===== src/pkg/flp_pkg.sv =====
// Purpose: Constants for the four-level nested interrupt priority block
// Assumes: 8-bit register port, one clock, synchronous reset
// Notes: Source index equals the bit position in the priority registers
//
// Summary of operation
// - Eight sources, four levels, nested service
// - Level is {high bit, low bit}
// - Priority-high register sits at B7H
// - Take only above every in-service level
// - Equal or lower request waits until return
// - Higher request pre-empts lower routine immediately
// - Per-level in-service tracking resumes interrupted routine
// - Fixed polling order within one level
// - Fixed vector address per source
// - Clear timer 0, timer 1 and edge external flags
// - Multi-flag sources are ORed together
// - External flag hardware clear only when edge
// - Global enable gates all individual enables
package flp_pkg;
  localparam int NUM_SRC = 8;
  localparam int NUM_LVL = 4;
  typedef logic [2:0] flp_src_t;
  typedef logic [1:0] flp_lvl_t;

  // Source index, equal to bit position in priority registers and, SRC_TMR2 aside, in the enable register
  localparam flp_src_t SRC_EXT0 = 3'h0;
  localparam flp_src_t SRC_TMR0 = 3'h1;
  localparam flp_src_t SRC_EXT1 = 3'h2;
  localparam flp_src_t SRC_TMR1 = 3'h3;
  localparam flp_src_t SRC_SER = 3'h4;
  localparam flp_src_t SRC_TWI = 3'h5;
  localparam flp_src_t SRC_PCA = 3'h6;
  localparam flp_src_t SRC_TMR2 = 3'h7;

  // Polling order, first entry wins a tie
  localparam flp_src_t POLL_ORDER [NUM_SRC] = '{SRC_EXT0, SRC_TWI, SRC_TMR0, SRC_EXT1,
                                                SRC_TMR1, SRC_SER, SRC_TMR2, SRC_PCA};
  // Vector address indexed by source
  localparam logic [7:0] VECTOR [NUM_SRC] = '{8'h03, 8'h0B, 8'h13, 8'h1B,
                                             8'h23, 8'h2B, 8'h33, 8'h3B};

  // Register offsets
  localparam logic [7:0] ADDR_ENABLE = 8'hA8;
  localparam logic [7:0] ADDR_PRIO_HIGH = 8'hB7;
  localparam logic [7:0] ADDR_PRIO_LOW = 8'hB8;
  localparam logic [7:0] ADDR_ENABLE_2 = 8'hE8;
  localparam logic [7:0] ADDR_EXT_MODE = 8'hC0;
  localparam logic [7:0] ADDR_IRQ_STAT = 8'hC1;
  localparam logic [7:0] ADDR_IRQ_MASK = 8'hC2;
  localparam logic [7:0] ADDR_IN_SERVICE = 8'hC3;

  // Field positions
  localparam int EN_GLOBAL_BIT = 7;
  localparam int EN2_TMR2_BIT = 0;
  localparam int EXT0_EDGE_BIT = 0;
  localparam int EXT1_EDGE_BIT = 1;
  localparam int ST_TAKEN_BIT = 0;
  localparam int ST_PREEMPT_BIT = 1;
  localparam int ST_RETURN_BIT = 2;

  // Reset values
  localparam logic [7:0] RST_REG = 8'h00;
endpackage


===== src/pkg/flp_arb_if.sv =====
// Purpose: Carries requests, levels, winner and in-service state between modules
// Assumes: All signals on ref_clk
// Notes: ctl is the top module's view
`timescale 1ns/1ps
interface flp_arb_if;
  import flp_pkg::*;
  logic [NUM_SRC-1:0] src_pend;
  logic [NUM_SRC-1:0] prio_high;
  logic [NUM_SRC-1:0] prio_low;
  logic [NUM_LVL-1:0] svc_busy;
  logic win_valid;
  flp_src_t win_src;
  flp_lvl_t win_level;
  logic take;
  flp_lvl_t take_level;
  logic ret;
  modport arb(input src_pend, prio_high, prio_low, svc_busy,
              output win_valid, win_src, win_level);
  modport svc(input take, take_level, ret, output svc_busy);
  modport ctl(output src_pend, prio_high, prio_low, take, take_level, ret,
              input svc_busy, win_valid, win_src, win_level);
endinterface


===== src/logic/flp_arbiter.sv =====
// Purpose: Picks the highest-level pending source in polling order
// Assumes: Pending bits already gated by enables
// Notes: Purely combinational
`timescale 1ns/1ps
module flp_arbiter (
  // Arbitration view
  flp_arb_if.arb arb
);
  import flp_pkg::*;

  flp_lvl_t lvl [NUM_SRC];
  logic [NUM_SRC-1:0] at_lvl;
  flp_lvl_t top_lvl;
  flp_lvl_t busy_lvl;
  logic any_busy;
  logic any_pend;
  logic found;
  flp_src_t pick;

  genvar gi;
  generate
    for (gi = 0; gi < NUM_SRC; gi++) begin : g_lvl
      assign lvl[gi] = {arb.prio_high[gi], arb.prio_low[gi]};
    end
  endgenerate

  always_comb begin
    top_lvl = 2'h0;
    any_pend = |arb.src_pend;
    for (int i = 0; i < NUM_SRC; i++) begin
      if (arb.src_pend[i] && lvl[i] > top_lvl) begin
        top_lvl = lvl[i];
      end
    end
    for (int i = 0; i < NUM_SRC; i++) begin
      at_lvl[i] = arb.src_pend[i] && (lvl[i] == top_lvl);
    end
    // Later order entries are overwritten by earlier ones
    found = 1'b0;
    pick = SRC_EXT0;
    for (int k = NUM_SRC - 1; k >= 0; k--) begin
      if (at_lvl[POLL_ORDER[k]]) begin
        found = 1'b1;
        pick = POLL_ORDER[k];
      end
    end
    any_busy = |arb.svc_busy;
    busy_lvl = 2'h0;
    for (int j = 0; j < NUM_LVL; j++) begin
      if (arb.svc_busy[j]) begin
        busy_lvl = flp_lvl_t'(j);
      end
    end
  end

  // Equal or lower level waits, higher level pre-empts
  assign arb.win_valid = any_pend && found && (!any_busy || top_lvl > busy_lvl);
  assign arb.win_src = pick;
  assign arb.win_level = top_lvl;
endmodule


===== src/logic/flp_in_service.sv =====
// Purpose: Tracks which priority levels have a routine in service
// Assumes: Return pulse always belongs to the highest busy level
// Notes: A take and a return in one cycle both apply
`timescale 1ns/1ps
module flp_in_service (
  // Clock and reset
  input wire logic ref_clk,
  input wire logic sys_rst,
  // Service view
  flp_arb_if.svc svc
);
  import flp_pkg::*;

  logic [NUM_LVL-1:0] busy_reg;
  logic [NUM_LVL-1:0] busy_next;
  logic [NUM_LVL-1:0] top_mask;

  always_comb begin
    top_mask = '0;
    for (int j = 0; j < NUM_LVL; j++) begin
      if (busy_reg[j]) begin
        top_mask = NUM_LVL'(1) << j;
      end
    end
    busy_next = busy_reg;
    if (svc.ret) begin
      busy_next = busy_next & ~top_mask;
    end
    if (svc.take) begin
      busy_next[svc.take_level] = 1'b1;
    end
  end

  always_ff @(posedge ref_clk) begin
    if (sys_rst) begin
      busy_reg <= '0;
    end else begin
      busy_reg <= busy_next;
    end
  end

  assign svc.svc_busy = busy_reg;
endmodule


===== src/logic/flp_irq_priority.sv =====
// Purpose: Top of the four-level nested interrupt priority block
// Assumes: Core pulses vector_ack when it fetches the vector, core_return on exit
// Notes: External pins are active low and pass a two-flop synchroniser
`timescale 1ns/1ps
module flp_irq_priority (
  // Clock and reset
  input wire logic ref_clk,
  input wire logic sys_rst,
  // Register port
  input wire logic [7:0] reg_addr,
  input wire logic [7:0] reg_wdata,
  input wire logic reg_wr,
  input wire logic reg_rd,
  output logic [7:0] reg_rdata,
  // External pins, active low
  input wire logic ext_irq_0_n,
  input wire logic ext_irq_1_n,
  // Peripheral flags
  input wire logic timer0_overflow_flag,
  input wire logic timer1_overflow_flag,
  input wire logic timer2_overflow_flag,
  input wire logic timer2_external_flag,
  input wire logic receive_done_flag,
  input wire logic transmit_done_flag,
  input wire logic two_wire_serial_src,
  input wire logic counter_overflow_flag,
  input wire logic [4:0] module_match_flags,
  // Hardware flag clears
  output logic timer0_flag_clear,
  output logic timer1_flag_clear,
  // Core vectoring
  output logic core_irq_req,
  output logic [7:0] core_vector,
  input wire logic core_vector_ack,
  input wire logic core_return,
  // Event interrupt
  output logic irq_out
);
  import flp_pkg::*;

  flp_arb_if bus_if ();

  flp_arbiter u_arb (
    .arb(bus_if.arb)
  );

  flp_in_service u_svc (
    .ref_clk(ref_clk),
    .sys_rst(sys_rst),
    .svc(bus_if.svc)
  );

  // Registers
  logic [7:0] priority_high_reg, priority_high_next;
  logic [7:0] priority_low_reg, priority_low_next;
  logic [7:0] irq_enable_reg, irq_enable_next;
  logic [7:0] irq_enable_reg_second, irq_enable_second_next;
  logic [7:0] ext_mode_reg, ext_mode_next;
  logic [7:0] stat_reg, stat_next;
  logic [7:0] mask_reg, mask_next;
  logic [7:0] rdata_reg, rdata_next;

  // Pin synchronisers and request flags
  logic [1:0] ext_s1_reg, ext_s2_reg, ext_s3_reg;
  logic [1:0] ext_flag_reg, ext_flag_next;
  logic req_reg, req_next;
  flp_src_t src_reg, src_next;
  flp_lvl_t lvl_reg, lvl_next;
  logic [7:0] vec_reg, vec_next;
  logic clr0_reg, clr0_next;
  logic clr1_reg, clr1_next;

  logic [NUM_SRC-1:0] raw_req;
  logic [NUM_SRC-1:0] en_bits;
  logic take;
  logic [7:0] events;

  // Gated source requests
  always_comb begin
    raw_req[SRC_EXT0] = ext_flag_reg[0];
    raw_req[SRC_TMR0] = timer0_overflow_flag;
    raw_req[SRC_EXT1] = ext_flag_reg[1];
    raw_req[SRC_TMR1] = timer1_overflow_flag;
    raw_req[SRC_SER] = receive_done_flag | transmit_done_flag;
    raw_req[SRC_TWI] = two_wire_serial_src;
    raw_req[SRC_PCA] = counter_overflow_flag | (|module_match_flags);
    raw_req[SRC_TMR2] = timer2_overflow_flag | timer2_external_flag;
    en_bits = {irq_enable_reg_second[EN2_TMR2_BIT], irq_enable_reg[6:0]};
  end

  assign bus_if.src_pend = raw_req & en_bits & {NUM_SRC{irq_enable_reg[EN_GLOBAL_BIT]}};
  assign bus_if.prio_high = priority_high_reg;
  assign bus_if.prio_low = priority_low_reg;

  // Take the offered vector; request is one cycle behind arbitration
  assign take = core_vector_ack && req_reg;
  assign bus_if.take = take;
  assign bus_if.take_level = lvl_reg;
  assign bus_if.ret = core_return;

  // External request flags
  always_comb begin
    for (int i = 0; i < 2; i++) begin
      if (ext_mode_reg[i]) begin
        // Edge mode: falling edge sets, vectoring clears, set wins
        ext_flag_next[i] = ext_flag_reg[i];
        if (take && src_reg == (i == 0 ? SRC_EXT0 : SRC_EXT1)) begin
          ext_flag_next[i] = 1'b0;
        end
        if (ext_s3_reg[i] && !ext_s2_reg[i]) begin
          ext_flag_next[i] = 1'b1;
        end
      end else begin
        // Level mode follows the pin, never cleared by hardware
        ext_flag_next[i] = !ext_s2_reg[i];
      end
    end
  end

  // Vector offer to the core
  always_comb begin
    req_next = bus_if.win_valid && !take;
    src_next = bus_if.win_src;
    lvl_next = bus_if.win_level;
    vec_next = VECTOR[bus_if.win_src];
    clr0_next = take && (src_reg == SRC_TMR0);
    clr1_next = take && (src_reg == SRC_TMR1);
  end

  // Sticky events: taken, pre-empted, returned
  always_comb begin
    events = '0;
    events[ST_TAKEN_BIT] = take;
    events[ST_PREEMPT_BIT] = take && (|bus_if.svc_busy);
    events[ST_RETURN_BIT] = core_return;
  end

  // Register writes; hardware set wins over write-one-to-clear
  always_comb begin
    priority_high_next = priority_high_reg;
    priority_low_next = priority_low_reg;
    irq_enable_next = irq_enable_reg;
    irq_enable_second_next = irq_enable_reg_second;
    ext_mode_next = ext_mode_reg;
    mask_next = mask_reg;
    stat_next = stat_reg;
    if (reg_wr) begin
      case (reg_addr)
        ADDR_PRIO_HIGH: priority_high_next = reg_wdata;
        ADDR_PRIO_LOW: priority_low_next = reg_wdata;
        ADDR_ENABLE: irq_enable_next = reg_wdata;
        ADDR_ENABLE_2: irq_enable_second_next = reg_wdata & 8'h01;
        ADDR_EXT_MODE: ext_mode_next = reg_wdata & 8'h03;
        ADDR_IRQ_MASK: mask_next = reg_wdata & 8'h07;
        ADDR_IRQ_STAT: stat_next = stat_reg & ~reg_wdata;
        default: ;
      endcase
    end
    stat_next = stat_next | events;
  end

  // Read data, one cycle after the strobe
  always_comb begin
    rdata_next = 8'h00;
    if (reg_rd) begin
      case (reg_addr)
        ADDR_PRIO_HIGH: rdata_next = priority_high_reg;
        ADDR_PRIO_LOW: rdata_next = priority_low_reg;
        ADDR_ENABLE: rdata_next = irq_enable_reg;
        ADDR_ENABLE_2: rdata_next = irq_enable_reg_second;
        ADDR_EXT_MODE: rdata_next = ext_mode_reg;
        ADDR_IRQ_STAT: rdata_next = stat_reg;
        ADDR_IRQ_MASK: rdata_next = mask_reg;
        ADDR_IN_SERVICE: rdata_next = {4'h0, bus_if.svc_busy};
        default: rdata_next = 8'h00;
      endcase
    end
  end

  // Software-visible registers
  always_ff @(posedge ref_clk) begin
    if (sys_rst) begin
      priority_high_reg <= RST_REG;
      priority_low_reg <= RST_REG;
      irq_enable_reg <= RST_REG;
      irq_enable_reg_second <= RST_REG;
      ext_mode_reg <= RST_REG;
      stat_reg <= RST_REG;
      mask_reg <= RST_REG;
    end else begin
      priority_high_reg <= priority_high_next;
      priority_low_reg <= priority_low_next;
      irq_enable_reg <= irq_enable_next;
      irq_enable_reg_second <= irq_enable_second_next;
      ext_mode_reg <= ext_mode_next;
      stat_reg <= stat_next;
      mask_reg <= mask_next;
    end
  end

  // Read data stands for one cycle only, zero otherwise
  always_ff @(posedge ref_clk) begin
    if (sys_rst) begin
      rdata_reg <= RST_REG;
    end else begin
      rdata_reg <= rdata_next;
    end
  end

  // Pins reset to their idle high level so no false edge follows reset
  always_ff @(posedge ref_clk) begin
    if (sys_rst) begin
      ext_s1_reg <= 2'h3;
      ext_s2_reg <= 2'h3;
      ext_s3_reg <= 2'h3;
    end else begin
      ext_s1_reg <= {ext_irq_1_n, ext_irq_0_n};
      ext_s2_reg <= ext_s1_reg;
      ext_s3_reg <= ext_s2_reg;
    end
  end

  // External request flags
  always_ff @(posedge ref_clk) begin
    if (sys_rst) begin
      ext_flag_reg <= 2'h0;
    end else begin
      ext_flag_reg <= ext_flag_next;
    end
  end

  // Vector offer and flag clear pulses; one cycle of latency buys a clean registered vector
  always_ff @(posedge ref_clk) begin
    if (sys_rst) begin
      req_reg <= 1'b0;
      src_reg <= SRC_EXT0;
      lvl_reg <= 2'h0;
      vec_reg <= 8'h00;
      clr0_reg <= 1'b0;
      clr1_reg <= 1'b0;
    end else begin
      req_reg <= req_next;
      src_reg <= src_next;
      lvl_reg <= lvl_next;
      vec_reg <= vec_next;
      clr0_reg <= clr0_next;
      clr1_reg <= clr1_next;
    end
  end

  assign reg_rdata = rdata_reg;
  assign core_irq_req = req_reg;
  assign core_vector = vec_reg;
  assign timer0_flag_clear = clr0_reg;
  assign timer1_flag_clear = clr1_reg;
  assign irq_out = |(stat_reg & mask_reg);
endmodule


===== config.mk =====
export PLATFORM = sky130hd
export DESIGN_NAME = flp_irq_priority
export DESIGN_NICKNAME = d
export VERILOG_FILES = /design/src/pkg/flp_pkg.sv /design/src/pkg/flp_arb_if.sv /design/src/logic/flp_arbiter.sv /design/src/logic/flp_in_service.sv /design/src/logic/flp_irq_priority.sv
export SDC_FILE = /design/constraint.sdc
export NUM_CORES = 1
export LEC_CHECK = 0
export ABC_AREA = 0
export BUFFER_PORTS_ARGS = -buffer_cell sky130_fd_sc_hd__buf_4
export CORE_ASPECT_RATIO = 1.1
export CORE_MARGIN = 5
export CORE_UTILIZATION = 55
export CTS_CLUSTER_DIAMETER = 40
export DETAILED_ROUTE_END_ITERATION = 8
export HOLD_SLACK_MARGIN = 0.12
export PLACE_DENSITY = 0.83
export SLEW_MARGIN = 20
export SYNTH_ARGS = -nofsm -noshare
export SYNTH_HDL_FRONTEND = slang
export SYNTH_HIERARCHICAL = 1
export SYNTH_SLANG_ARGS = --single-unit

===== constraint.sdc =====
create_clock -name ref_clk -period 22.3 [get_ports ref_clk]
set_input_delay 2.23 -clock ref_clk [delete_from_list [all_inputs] [get_ports ref_clk]]
set_output_delay 2.23 -clock ref_clk [all_outputs]
set_load 0.1 [all_outputs]

# Yosys cells after proc, flatten, opt, wreduce, memory -nomap -nowiden
# Memories as Yosys holds them, arrays and structs flattened. A register that Yosys moved wholly into a read port is not among the register bits.
# Cells that the tools add are included.
# classes
n_lt_le_gt_ge	11
bitwise_logic	14
addsub	0
reduce_logical	45
mul	0
n_mux	44
n_eq_ne	21
div_mod_pow	0
n_shift	0
# op_table
operator	count
equality test 8 bit, second input constant	8
case mux 8 bit (8 select lines)	1
logical AND 1 bit	28
2-to-1 mux 3 bit	9
AND 8 bit	3
2-to-1 mux 2 bit	11
2-to-1 mux 1 bit	17
equality test 2 bit	8
greater-than comparator 2 bit	8
2-to-1 mux 8 bit	2
OR reduction 8 bit	2
2-to-1 mux 4 bit	3
AND reduction 2 bit	6
AND 8 x 3 -> 8 bit	1
NOT 8 bit	1
bitwise OR 8 x 3 -> 8 bit	1
equality test 3 x 2 -> 1 bit, second input constant	2
inequality test 3 x 1 -> 1 bit, second input constant	2
OR reduction 5 bit	1
AND 4 bit	1
zero test 1 bit	4
NOT 3 -> 4 bit	1
NOT 4 bit	1
bitwise OR 4 bit	1
11 further kinds	13
# totals
latchBits	0
ff_bits	66
n_memories	1
rom_bits	64
ramBits	0
# mem_list
memory	depth	word_bits	read_ports	rd_clocked_by_memory_dff	write_ports	line_no	text
(name not given)	8	8	1	1	0	flp_irq_priority.sv:125	vec_next = VECTOR[bus_if.win_src];

# Depth between registers and ports, before layout
# Gate-level depths: netlist of run 1.
# logic_depth
depth_word	40
ltp_mapped	57
ltp_nobuf	54

# Cells and area by module
# Netlist of run 1, hierarchy kept.
# modules_own_cells
mod	cells_each	area_each_um2	seq_area_each_um2	instances
flp_irq_priority	258	2632.5	1261.2	1
flp_arbiter	171	1246.2	0.0	1
flp_in_service	18	167.7	80.1	1

# Least setup slack after synthesis of run 1
# OpenSTA, ideal clock, no wires.
# synth_path
path_type	in2reg
start	in timer0_overflow_flag
end	reg vec_reg[4] (netlist: core_vector[4])
t_required_ns	22.234
path_stages	50
slack_ns	11.844
arrival_ns	10.390
path_buffers	0
cell_sequence	and3_1 -> a21boi_4 -> o21ai_4 -> nand2_1 -> o21ai_0 -> ha_1 -> o21bai_1 -> a31oi_1 -> mux2_1 -> o21ai_1 -> and2_1 -> ha_1 -> nor2_1 -> o211ai_1 -> a211o_1 -> and2_1 -> a31oi_2 -> inv_1 -> (+14 left out) -> ha_1 -> nor2_1 -> maj3_1 -> nand2_2 -> mux2i_1 -> inv_1 -> ha_1 -> nand2_1 -> o211ai_2 -> nor2_1 -> a31oi_4 -> xnor2_1 -> and2_1 -> o2bb2ai_1 -> mux2_2 -> o21ba_1 -> a21boi_1 -> nor2b_1
# synth_between
elab_chain_cells	33
word_cells_on_any_way	47
classes_between	6 x order compare; 8 x eq/ne; 15 x mux; 3 x bitwise; 15 x reduce/logical
# synth_lines
element	line_no	text
start: declaration	flp_irq_priority.sv:19	input wire logic timer0_overflow_flag,
AND 8 bit * (2 in a row)	flp_irq_priority.sv:91	assign bus_if.src_pend = raw_req & en_bits & {NUM_SRC{irq_enable_reg[EN_GLOBAL_BIT]}};
logical AND 1 bit *	flp_arbiter.sv:31	if (arb.src_pend[i] && lvl[i] > top_lvl) begin
2-to-1 mux 2 bit *	flp_arbiter.sv:31	
greater-than comparator 2 bit	flp_arbiter.sv:31	
logical AND 1 bit	flp_arbiter.sv:31	
2-to-1 mux 2 bit *	flp_arbiter.sv:31	
greater-than comparator 2 bit	flp_arbiter.sv:31	
logical AND 1 bit	flp_arbiter.sv:31	
(+12 left out)	n/a	
2-to-1 mux 2 bit *	flp_arbiter.sv:31	
named net bus_if.win_level[1]	flp_arb_if.sv:13	flp_lvl_t win_level;
equality test 2 bit	flp_arbiter.sv:36	at_lvl[i] = arb.src_pend[i] && (lvl[i] == top_lvl);
logical AND 1 bit	flp_arbiter.sv:36	
2-to-1 mux 3 bit (7 in a row)	flp_arbiter.sv:42	if (at_lvl[POLL_ORDER[k]]) begin
2-to-1 mux 3 bit *	flp_arbiter.sv:42	
named net bus_if.win_src[1]	flp_arb_if.sv:12	flp_src_t win_src;
NOT 3 -> 4 bit (implied by the code) *	flp_irq_priority.sv:125	
end: declaration	flp_irq_priority.sv:69	logic [7:0] vec_reg, vec_next;
# Mark *: on every way through the listed nets, which the timed path passes. The rest lies on a longest branch.
# A chain may end at the register's enable or synchronous reset.

# Worst setup path in the final report of run 1
# layout_path
start	in timer0_overflow_flag
end	reg vec_reg[4] (netlist: core_vector[4])
# layout_between
elab_chain_cells	33
word_cells_on_any_way	47
classes_between	6 x order compare; 8 x eq/ne; 15 x mux; 3 x bitwise; 15 x reduce/logical
# layout_lines
element	line_no	text
AND 8 bit * (2 in a row)	flp_irq_priority.sv:91	
named net bus_if.src_pend[1]	flp_arb_if.sv:7	logic [NUM_SRC-1:0] src_pend;
logical AND 1 bit *	flp_arbiter.sv:31	
2-to-1 mux 2 bit *	flp_arbiter.sv:31	
greater-than comparator 2 bit	flp_arbiter.sv:31	
logical AND 1 bit	flp_arbiter.sv:31	
2-to-1 mux 2 bit *	flp_arbiter.sv:31	
greater-than comparator 2 bit	flp_arbiter.sv:31	
(+13 left out)	n/a	
2-to-1 mux 2 bit *	flp_arbiter.sv:31	
named net bus_if.win_level[1]	flp_arb_if.sv:13	
equality test 2 bit	flp_arbiter.sv:36	
logical AND 1 bit	flp_arbiter.sv:36	
2-to-1 mux 3 bit (7 in a row)	flp_arbiter.sv:42	
2-to-1 mux 3 bit *	flp_arbiter.sv:42	
named net bus_if.win_src[1]	flp_arb_if.sv:12	
NOT 3 -> 4 bit (implied by the code) *	flp_irq_priority.sv:125	
# Marked as above.

==> impl_metrics.ini, run 1 <==
[sta]
finalClockSkew_ns = 0.009746
timing.setup.tns_ns = 0
report.final.slew_viol_count = 0
layout_setup_ws_ns = 10.93
relSlewSlack = 0.4665
final_hold_viol_count = 0
finalHoldWorstSlack_ns = 0.4130
post-route-period-util = 0.5100
rsz0062_at_grt = false
setup_viol = 0
layout_min_cycle_time_ns = 11.37
tightest_slew_ns = 0.8001
fmax_ghz = 0.08793

[routing]
drtIter0Drc = 268
drtAntennaViolNets = 0
wl_um = 10350
via_count = 3633
wire_per_inst_um = 17.70
drt_pass1_iterations = 5
vias_per_cell = 6.210
route.detailed.drc = 0

[synth]
post_synth_main_area_contributors = dfxtp_1, mux2i_1, nor2_1
synthTopCellsByCount = dfxtp_1, nor2_1, nand2_1, mux2i_1, inv_1
ys.warnings.count = 6
synth_area_um2 = 4046
synth_area_leader_cell = dfxtp_1
seq_area_frac_synth = 0.3315
synth_most_common_cell = dfxtp_1
ys.flop_type = dfxtp_1
synth_edf_count = 0
ys_seq_elements = 67
avgSynthCellArea_um2 = 9.052
synth_cell_type_count = 90
syn_inst = 447
synthArstFlopShare = 0
synth_top_area_frac = 0.3315

[pwr]
p_per_area_nw_per_um2 = 54.62
p_leak_nw = 1.977
irDropWorstVdd_v = 0.00004131
power_mw = 0.2558

[worst_setup_path]
worstSetupPathType = input pin to register
slowest_stage = a2111oi_0
cpMostUsedCell = nor2_1
r2r_setup_slack_ns = 11.28
cp_num_buf_inv = 4
path_delay_family = compound AO/OA/AOI/OAI gates
cp-end-kind = register
reg2reg_depth = 52
reg2reg_from = irq_enable_reg[7]
crit_fanout = 10
worstPathRequired_ns = 22.58
start_kind = input pin
arrival_ns = 11.65
rr_endpoint = core_vector[4]
max_stage_delay_ns = 0.40

[flow_run]
drv_cap = 0

[floorplanning]
die_y_um = 99.96
die-area_um2 = 9174
coreArea_um2 = 7087
io_pins = 57
die_w_um = 91.78
initial_core_util = 0.5710
placement_rows = 32

[clock_tree]
cts_buffers = 9
cts_setup_buffers = 0
insertion_delay_ns = 0.35
cts_tree = done
cts_root_buf = clkbuf_8
hold_buffers = 0
cts-resized-gates = 0
htreeDepth = 3
clock_sinks = 67
clock_path_buffers = 2
clk_pin_slew_ns = 0.08

[global_route]
use_met2 = 0.3912
met1_usage = 0.2822
grt_overflow = 0
grt.total_usage = 0.2295
grt_pass1_wl_um = 16920
met3_usage = 0.04573
antenna_found_initial = 0
grt.busiest_layer = met2
grt_start_max_net_pins = 51
grt_pass1_vias = 3486

[hold_path]
hold-path-cell-count = 1
hold_start = ext_s1_reg[0]
min_to = ext_s2_reg[0]
min_path_type = register to register

[layout]
syn2layout_area_growth_pct = 15.74
fin_nets = 543
utilization = 0.6608
diodes = 0
drive_above_1_share = 0.2080
fillers = 579

[placed_design]
gp_congestion = 0.8988
place.detailed.hpwl_um = 7768
dp_slack_ns = 10.70
io_buffers = 53

[status]
status = finished, final reports clean
-- cell usage in the layout, fill, tap and decap left out, types with 9 or more instances in the layout --
| master | synthesis | final |
|---|---|---|
| mux2i_1 | 33 | 33 |
| nor2b_1 | 10 | 10 |
| nand2_1 | 37 | 37 |
| a22oi_1 | 9 | 9 |
| nor2_1 | 47 | 47 |
| a211oi_1 | 11 | 11 |
| inv_1 | 24 | 24 |
| nand3_1 | 13 | 13 |
| a21oi_1 | 19 | 19 |
| xnor2_1 | 10 | 10 |
| dfxtp_1 | 67 | 67 |
| buf_4 | 5 | 53 |
| clkbuf_8 | 0 | 9 |
| ha_1 | 11 | 11 |
| a22o_1 | 9 | 9 |
-- per-layer routing --
| metal | up-vias | share of wire |
|---|---|---|
| met4 | 0 | 0.028 |
| met1 | 1738 | 0.42 |
| li1 | 1733 | - |
| met2 | 138 | 0.49 |
| met3 | 24 | 0.060 |
| met5 | - | 0 |
-- logic make-up after synthesis --
family	count (synthesis)	synth area share
AOI/OAI and AO/OA	110	0.2230
xor gates and xnor gates	14	0.03773
adders and majority gates	13	0.03896
buffers and inverters	44	0.05040
DFF	67	0.3315
muxes	39	0.1058
other	1	0.0009268
and+or+nand+nor	159	0.2118
-- worst reg2reg max path: cells and delay by family (launching register included) --
kind	cells	cell delay, ns
AOI/OAI and AO/OA	18	3.87
adders and majority gates	8	2.46
xor gates and xnor gates	1	0.11
and+or+nand+nor	19	2.88
muxes	2	0.65
buffers and inverters	4	0.38
DFF	1	0.60
-- per-stage QoR --
| step | cell area, µm² | cells |
|---|---|---|
| floorplan | 4054 | 449 |
| detailed placement | 4452 | 569 |
| finish | 4683 | 585 |
| global placement | 4452 | 569 |
| global route | 4683 | 585 |
| CTS | 4683 | 585 |
-- report_power, final --
group          total [mW]  switching [mW]  internal, mW
Clock               0.118          0.0528        0.0653
Combinational      0.0170          0.0107       0.00636
Sequential          0.121        0.000365         0.120
-- layout make-up --
| class | instances | area [µm²] | share of cell area |
|---|---|---|---|
| tap | 85 | 106.4 | 0.02271 |
| inverter | 26 | 97.59 | 0.02084 |
| timing repair buffer | 53 | 397.9 | 0.08496 |
| clock buffer | 9 | 123.9 | 0.02645 |
| clock inverter | 7 | 107.6 | 0.02298 |
| multi-input combinational | 338 | 2509 | 0.5357 |
| sequential | 67 | 1341 | 0.2864 |
-- worst max path at each step --
stage                               from             end  slack, ns  cells after the start
global placement    timer0_overflow_flag  core_vector[4]      11.27                     48
detailed placement  timer0_overflow_flag  core_vector[4]      10.70                     51
CTS                 timer0_overflow_flag  core_vector[4]      11.05                     51
finish              timer0_overflow_flag  core_vector[4]      10.93                     51
global route        timer0_overflow_flag  core_vector[4]      10.34                     51
floorplan           timer0_overflow_flag  core_vector[4]      11.84                     50
Power figures use the tool's default switching activity.
==> inputs of run 2 (changes only) <==
==> constraint.sdc (replaced) <==
create_clock -name ref_clk -period 11.9 [get_ports ref_clk]
set_input_delay 1.19 -clock ref_clk [delete_from_list [all_inputs] [get_ports ref_clk]]
set_output_delay 1.19 -clock ref_clk [all_outputs]
set_load 0.1 [all_outputs]
==> run 2 against run 1 <==
Effect of this change:
- via count down 0.47%
- count of clock-buffer cells in the layout up 1
- setup slack worse by 9.9 ns
- critical path type is now register to register
- total power up 65%
- sequential power up 87%
- sequential cell count unchanged
- non-clock buffer count unchanged
- critical endpoint unchanged
- critical path depth up 1
==> impl_metrics.ini, run 2 (synthesis results as in run 1) <==
[sta]
final_hold_viol_count = 0
finalClockSkew_ns = 0.01135
fmax_ghz = 0.09227
layout_min_cycle_time_ns = 10.84
relSlewSlack = 0.4557
post-route-period-util = 0.9107
setup_viol = 0
tightest_slew_ns = 0.8103
timing.setup.tns_ns = 0
report.final.slew_viol_count = 0
rsz0062_at_grt = false
layout_setup_ws_ns = 1.062

[pwr]
power_mw = 0.4229
p_per_area_nw_per_um2 = 91.50
irDropWorstVdd_v = 0.00008716
p_leak_nw = 1.945

[worst_setup_path]
reg2reg_from = irq_enable_reg[7]
slowest_stage = dfxtp_1
worstSetupPathType = register to register
cp-startpoint = irq_enable_reg[7]
rr_endpoint = core_vector[4]
reg2reg_depth = 52
cp-end-kind = register
worstPathRequired_ns = 12.17
r2r_setup_slack_ns = 1.06
crit_fanout = 10
setup.worst_path.end = core_vector[4]
max_stage_delay_ns = 0.54
arrival_ns = 11.11
start_kind = register
cpMostUsedCell = ha_1

[placed_design]
place.detailed.hpwl_um = 7753
dp_slack_ns = 1.265
gp_congestion = 0.9352
io_buffers = 53
post-place-cells = 569

[layout]
fin_nets = 543
multi_input_area_um2 = 2509
syn2layout_area_growth_pct = 14.22
drive_above_1_share = 0.2060
fillers = 593
diodes = 0
seqCellArea_um2 = 1341
layout_common_cells = dfxtp_1, buf_4, nor2_1
utilization = 0.6522
final_common_cell = dfxtp_1
stdcell_count = 585

[floorplanning]
placement_rows = 32
io_pins = 57
coreArea_um2 = 7087
initial_core_util = 0.5710
die-area_um2 = 9174
die_w_um = 91.78
die_y_um = 99.96

[clock_tree]
hold_buffers = 0
clk_pin_slew_ns = 0.07
cts_root_buf = clkbuf_8
cts_tree = done
cts_setup_buffers = 0
clock_path_buffers = 2
clock_sinks = 67
cts-resized-gates = 0
cts_buffers = 9
insertion_delay_ns = 0.34
htreeDepth = 3

[global_route]
grt_start_max_net_pins = 51
antenna_found_initial = 0
grt_pass1_wl_um = 16690
grt_pass1_vias = 3530
grt.total_usage = 0.2227
grt_overflow = 0

[flow_run]
drv_cap = 0

[routing]
wire_per_inst_um = 17.47
route.detailed.drc = 0
vias_per_cell = 6.181
via_count = 3616
wl_um = 10220
drtAntennaViolNets = 0
drtIter0Drc = 291
drt_pass1_iterations = 5

[hold_path]
min_path_type = register to register

[status]
status = finished, final reports clean
-- run 2: cell count changes in the layout (fill, tap and decap cells not counted) --
cell	previous run	this run
bufinv_16	2	0
clkinv_2	0	2
inv_8	2	0
inv_6	2	0
clkinvlp_4	1	2
clkinv_4	0	2
clkbuf_1	0	1
-- run 2: critical path, delay by kind of cell, from the launching register on --
family	cells	cell delay (ns)
AO/OA/AOI/OAI	19	3.86
XOR/XNOR	1	0.11
adder cells (fa/ha/maj)	8	2.39
buffers and inverters	3	0.30
flip-flops	1	0.54
multiplexers	3	1.01
AND/OR/NAND/NOR	18	2.55
-- run 2: per-layer routing --
| layer | share of wire | wire [µm] | vias to the layer above | track usage |
|---|---|---|---|---|
| met5 | 0 | 0 | - | 0 |
| met4 | 0.0092 | 94 | 0 | 0.05257 |
| met3 | 0.068 | 696 | 12 | 0.05022 |
| met2 | 0.51 | 5195 | 154 | 0.3957 |
| met1 | 0.41 | 4234 | 1711 | 0.2746 |
| li1 | - | - | 1739 | - |
-- run 2: cell type report --
cell class / count / area share
multi-input cells: 338 / 0.5428
flip-flops and latches: 67 / 0.2902
repair buffers: 53 / 0.08609
clock buffers: 10 / 0.02761
well taps: 85 / 0.02301
inverters: 26 / 0.02112
clock inverters: 6 / 0.009204
-- run 2: how the worst min path moves through the flow --
| stage | end | slack [ns] | startpoint | cells past startpoint |
|---|---|---|---|---|
| 2_1_floorplan | ext_s2_reg[0] | 0.39 | ext_s1_reg[0] | 1 |
| 3_3_place_gp | ext_s2_reg[1] | 0.39 | ext_s1_reg[1] | 1 |
| 3_5_place_dp | ext_s2_reg[0] | 0.39 | ext_s1_reg[0] | 1 |
| 5_1_grt | ext_s2_reg[0] | 0.44 | ext_s1_reg[0] | 1 |
| 6_report | ext_s2_reg[0] | 0.41 | ext_s1_reg[0] | 1 |
| 4_1_cts | ext_s2_reg[0] | 0.41 | ext_s1_reg[0] | 1 |
-- run 2: through the flow --
| stage | instance area [µm²] | hold WS (ns) |
|---|---|---|
| finish | 4622 | 0.4117 |
| floorplan | 4054 | 0.3895 |
| CTS | 4622 | 0.4123 |
| global route | 4622 | 0.4351 |
| global placement | 4452 | 0.3937 |
| detailed placement | 4452 | 0.3946 |
-- run 2: report_power, final --
part	switching, mW	total (mW)	internal [mW]
logic	0.0204	0.0323	0.0119
clock network	0.0888	0.164	0.0755
registers	0.000728	0.226	0.226
==> inputs of run 3 (changes only) <==
--- a/config.mk
+++ b/config.mk
@@ -9,11 +9,12 @@
 export BUFFER_PORTS_ARGS = -buffer_cell sky130_fd_sc_hd__buf_4
 export CORE_ASPECT_RATIO = 1.1
 export CORE_MARGIN = 5
-export CORE_UTILIZATION = 55
+export CORE_UTILIZATION = 52
 export CTS_CLUSTER_DIAMETER = 40
 export DETAILED_ROUTE_END_ITERATION = 8
+export GPL_ROUTABILITY_DRIVEN = 0
 export HOLD_SLACK_MARGIN = 0.12
-export PLACE_DENSITY = 0.83
+export PLACE_DENSITY = 0.82
 export SLEW_MARGIN = 20
 export SYNTH_ARGS = -nofsm -noshare
 export SYNTH_HDL_FRONTEND = slang
==> constraint.sdc (replaced) <==
create_clock -name ref_clk -period 9.6 [get_ports ref_clk]
set_input_delay 0.96 -clock ref_clk [delete_from_list [all_inputs] [get_ports ref_clk]]
set_output_delay 0.96 -clock ref_clk [all_outputs]
set_load 0.1 [all_outputs]
==> run 3 against run 2 <==
Effect of this change:
- via count grew 8.4%
- core utilization is 2.5 points higher
- combinational power is 24% higher
- global-route usage is 1.3 points higher
- critical path depth shrank 1
- register-to-register slack worse by 0.78 ns
- cell area up 10%
- routed wire length is 16% higher
- die area increased by 5.2%
- clock skew decreased by 0.00083 ns
- final cell count is 7.7% higher
- fmax grew 16%
==> impl_metrics.ini, run 3 (synthesis results as in run 1) <==
[floorplanning]
io_pins = 57
coreArea_um2 = 7515
die_y_um = 102.5
die_w_um = 94.11
initial_core_util = 0.5385
die-area_um2 = 9648
placement_rows = 33

[pwr]
p_int_mw = 0.4161
p_per_area_nw_per_um2 = 110.3
p_leak_nw = 2.129
seqPwrFrac = 0.500
p_switching_mw = 0.1451
power.share.switching = 0.2586
power_mw = 0.5612
combinationalPowerShare = 0.071
clockPowerShare = 0.429
irDropWorstVdd_v = 0.0001134

[sta]
post-route-period-util = 0.9705
timing.setup.tns_ns = 0
layout_setup_ws_ns = 0.2832
layout_min_cycle_time_ns = 9.317
relSlewSlack = 0.4808
final_hold_viol_count = 0
finalHoldWorstSlack_ns = 0.4154
tightest_slew_ns = 0.7731
report.final.slew_viol_count = 0
finalClockSkew_ns = 0.01052
fmax_ghz = 0.1073
setup_viol = 0

[worst_setup_path]
worstPathRequired_ns = 9.87
slowest_stage = maj3_1
start_kind = register
worstSetupPathType = register to register
max_stage_delay_ns = 0.37
cp-end-kind = register
arrival_ns = 9.59
crit_fanout = 7

[routing]
wl_um = 11820
wire_per_inst_um = 18.76
drt_pass1_iterations = 5
via_count = 3921
route.detailed.drc = 0
drtIter0Drc = 366
vias_per_cell = 6.224
drtAntennaViolNets = 0

[global_route]
use_met2 = 0.4003
grt_pass1_vias = 3791
grt.total_usage = 0.2357
grt.busiest_layer = met2
met1_usage = 0.2835
antenna_found_initial = 0
grt_overflow = 0
grt_start_max_net_pins = 51
grt_pass1_wl_um = 18030
met3_usage = 0.04964

[clock_tree]
clock_sinks = 67
htreeDepth = 3
cts_tree = done
hold_buffers = 0
cts_root_buf = clkbuf_8
insertion_delay_ns = 0.35
clock_path_buffers = 2
clk_pin_slew_ns = 0.08
cts_buffers = 9

[placed_design]
post-place-cells = 596
io_buffers = 53
place.detailed.hpwl_um = 8171
postPlaceCellArea_um2 = 4529
dp_slack_ns = -0.4661

[layout]
utilization = 0.6770
drive_above_1_share = 0.3105
stdcell_count = 630
stdcell_area_um2 = 5087
fin_nets = 568
fillers = 599
syn2layout_area_growth_pct = 25.73
final_common_cell = buf_4
layout_common_cells = buf_4, dfxtp_1, nor2_1
diodes = 0

[status]
status = finished, final reports clean

[flow_run]
drv_cap = 0

[hold_path]
min_path_type = register to register
-- run 3: power groups by stage --
stage	Sequential (mW)	Clock (mW)	Combinational, mW
after floorplan	0.288	0	0.0210
after global placement	0.287	0	0.0388
after detailed placement	0.287	0	0.0394
after CTS	0.280	0.242	0.0394
after global routing	0.281	0.259	0.0423
final	0.280	0.241	0.0400
-- run 3: worst max-delay path: cells and delay by family, from the launching register on --
family | cells | cell delay [ns]
muxes | 2 | 0.54
AOI/OAI and AO/OA | 16 | 2.82
buffers and inverters | 5 | 0.47
DFF | 1 | 0.36
adders and majority gates | 9 | 2.67
xor gates and xnor gates | 1 | 0.12
and+or+nand+nor | 18 | 2.25
-- run 3: worst paths after layout --
check	slack [ns]	to	start	depth (start not counted)
worst min register to register	0.42	ext_s2_reg[1]	ext_s1_reg[1]	1
worst max register to register	0.28	core_vector[4]	ext_flag_reg[0]	51
worst min-delay path	0.42	ext_s2_reg[1]	ext_s1_reg[1]	1
worst max-delay path	0.28	core_vector[4]	ext_flag_reg[0]	51
-- run 3: cell type report --
type	count	area, µm²	area share
multi-input combinational	338	2730	0.5366
sequential	67	1343	0.2639
timing repair buffer	78	585.6	0.1151
tap	105	131.4	0.02582
clock buffer	9	123.9	0.02435
inverter	26	97.59	0.01918
clock inverter	7	76.32	0.01500
-- run 3: timing repair --
item / 4_1_cts / 5_1_grt
gates resized for setup: 14 / 34
pin swaps: 6 / 23
endpoints found under the setup margin: 4 / 6
setup buffers: 7 / 11
-- run 3: per-layer routing --
| layer | vias to the layer above | routed length [µm] |
|---|---|---|
| met1 | 1852 | 4640 |
| met3 | 57 | 747 |
| li1 | 1788 | - |
| met4 | 0 | 550 |
| met2 | 224 | 5877 |
| met5 | - | 0 |
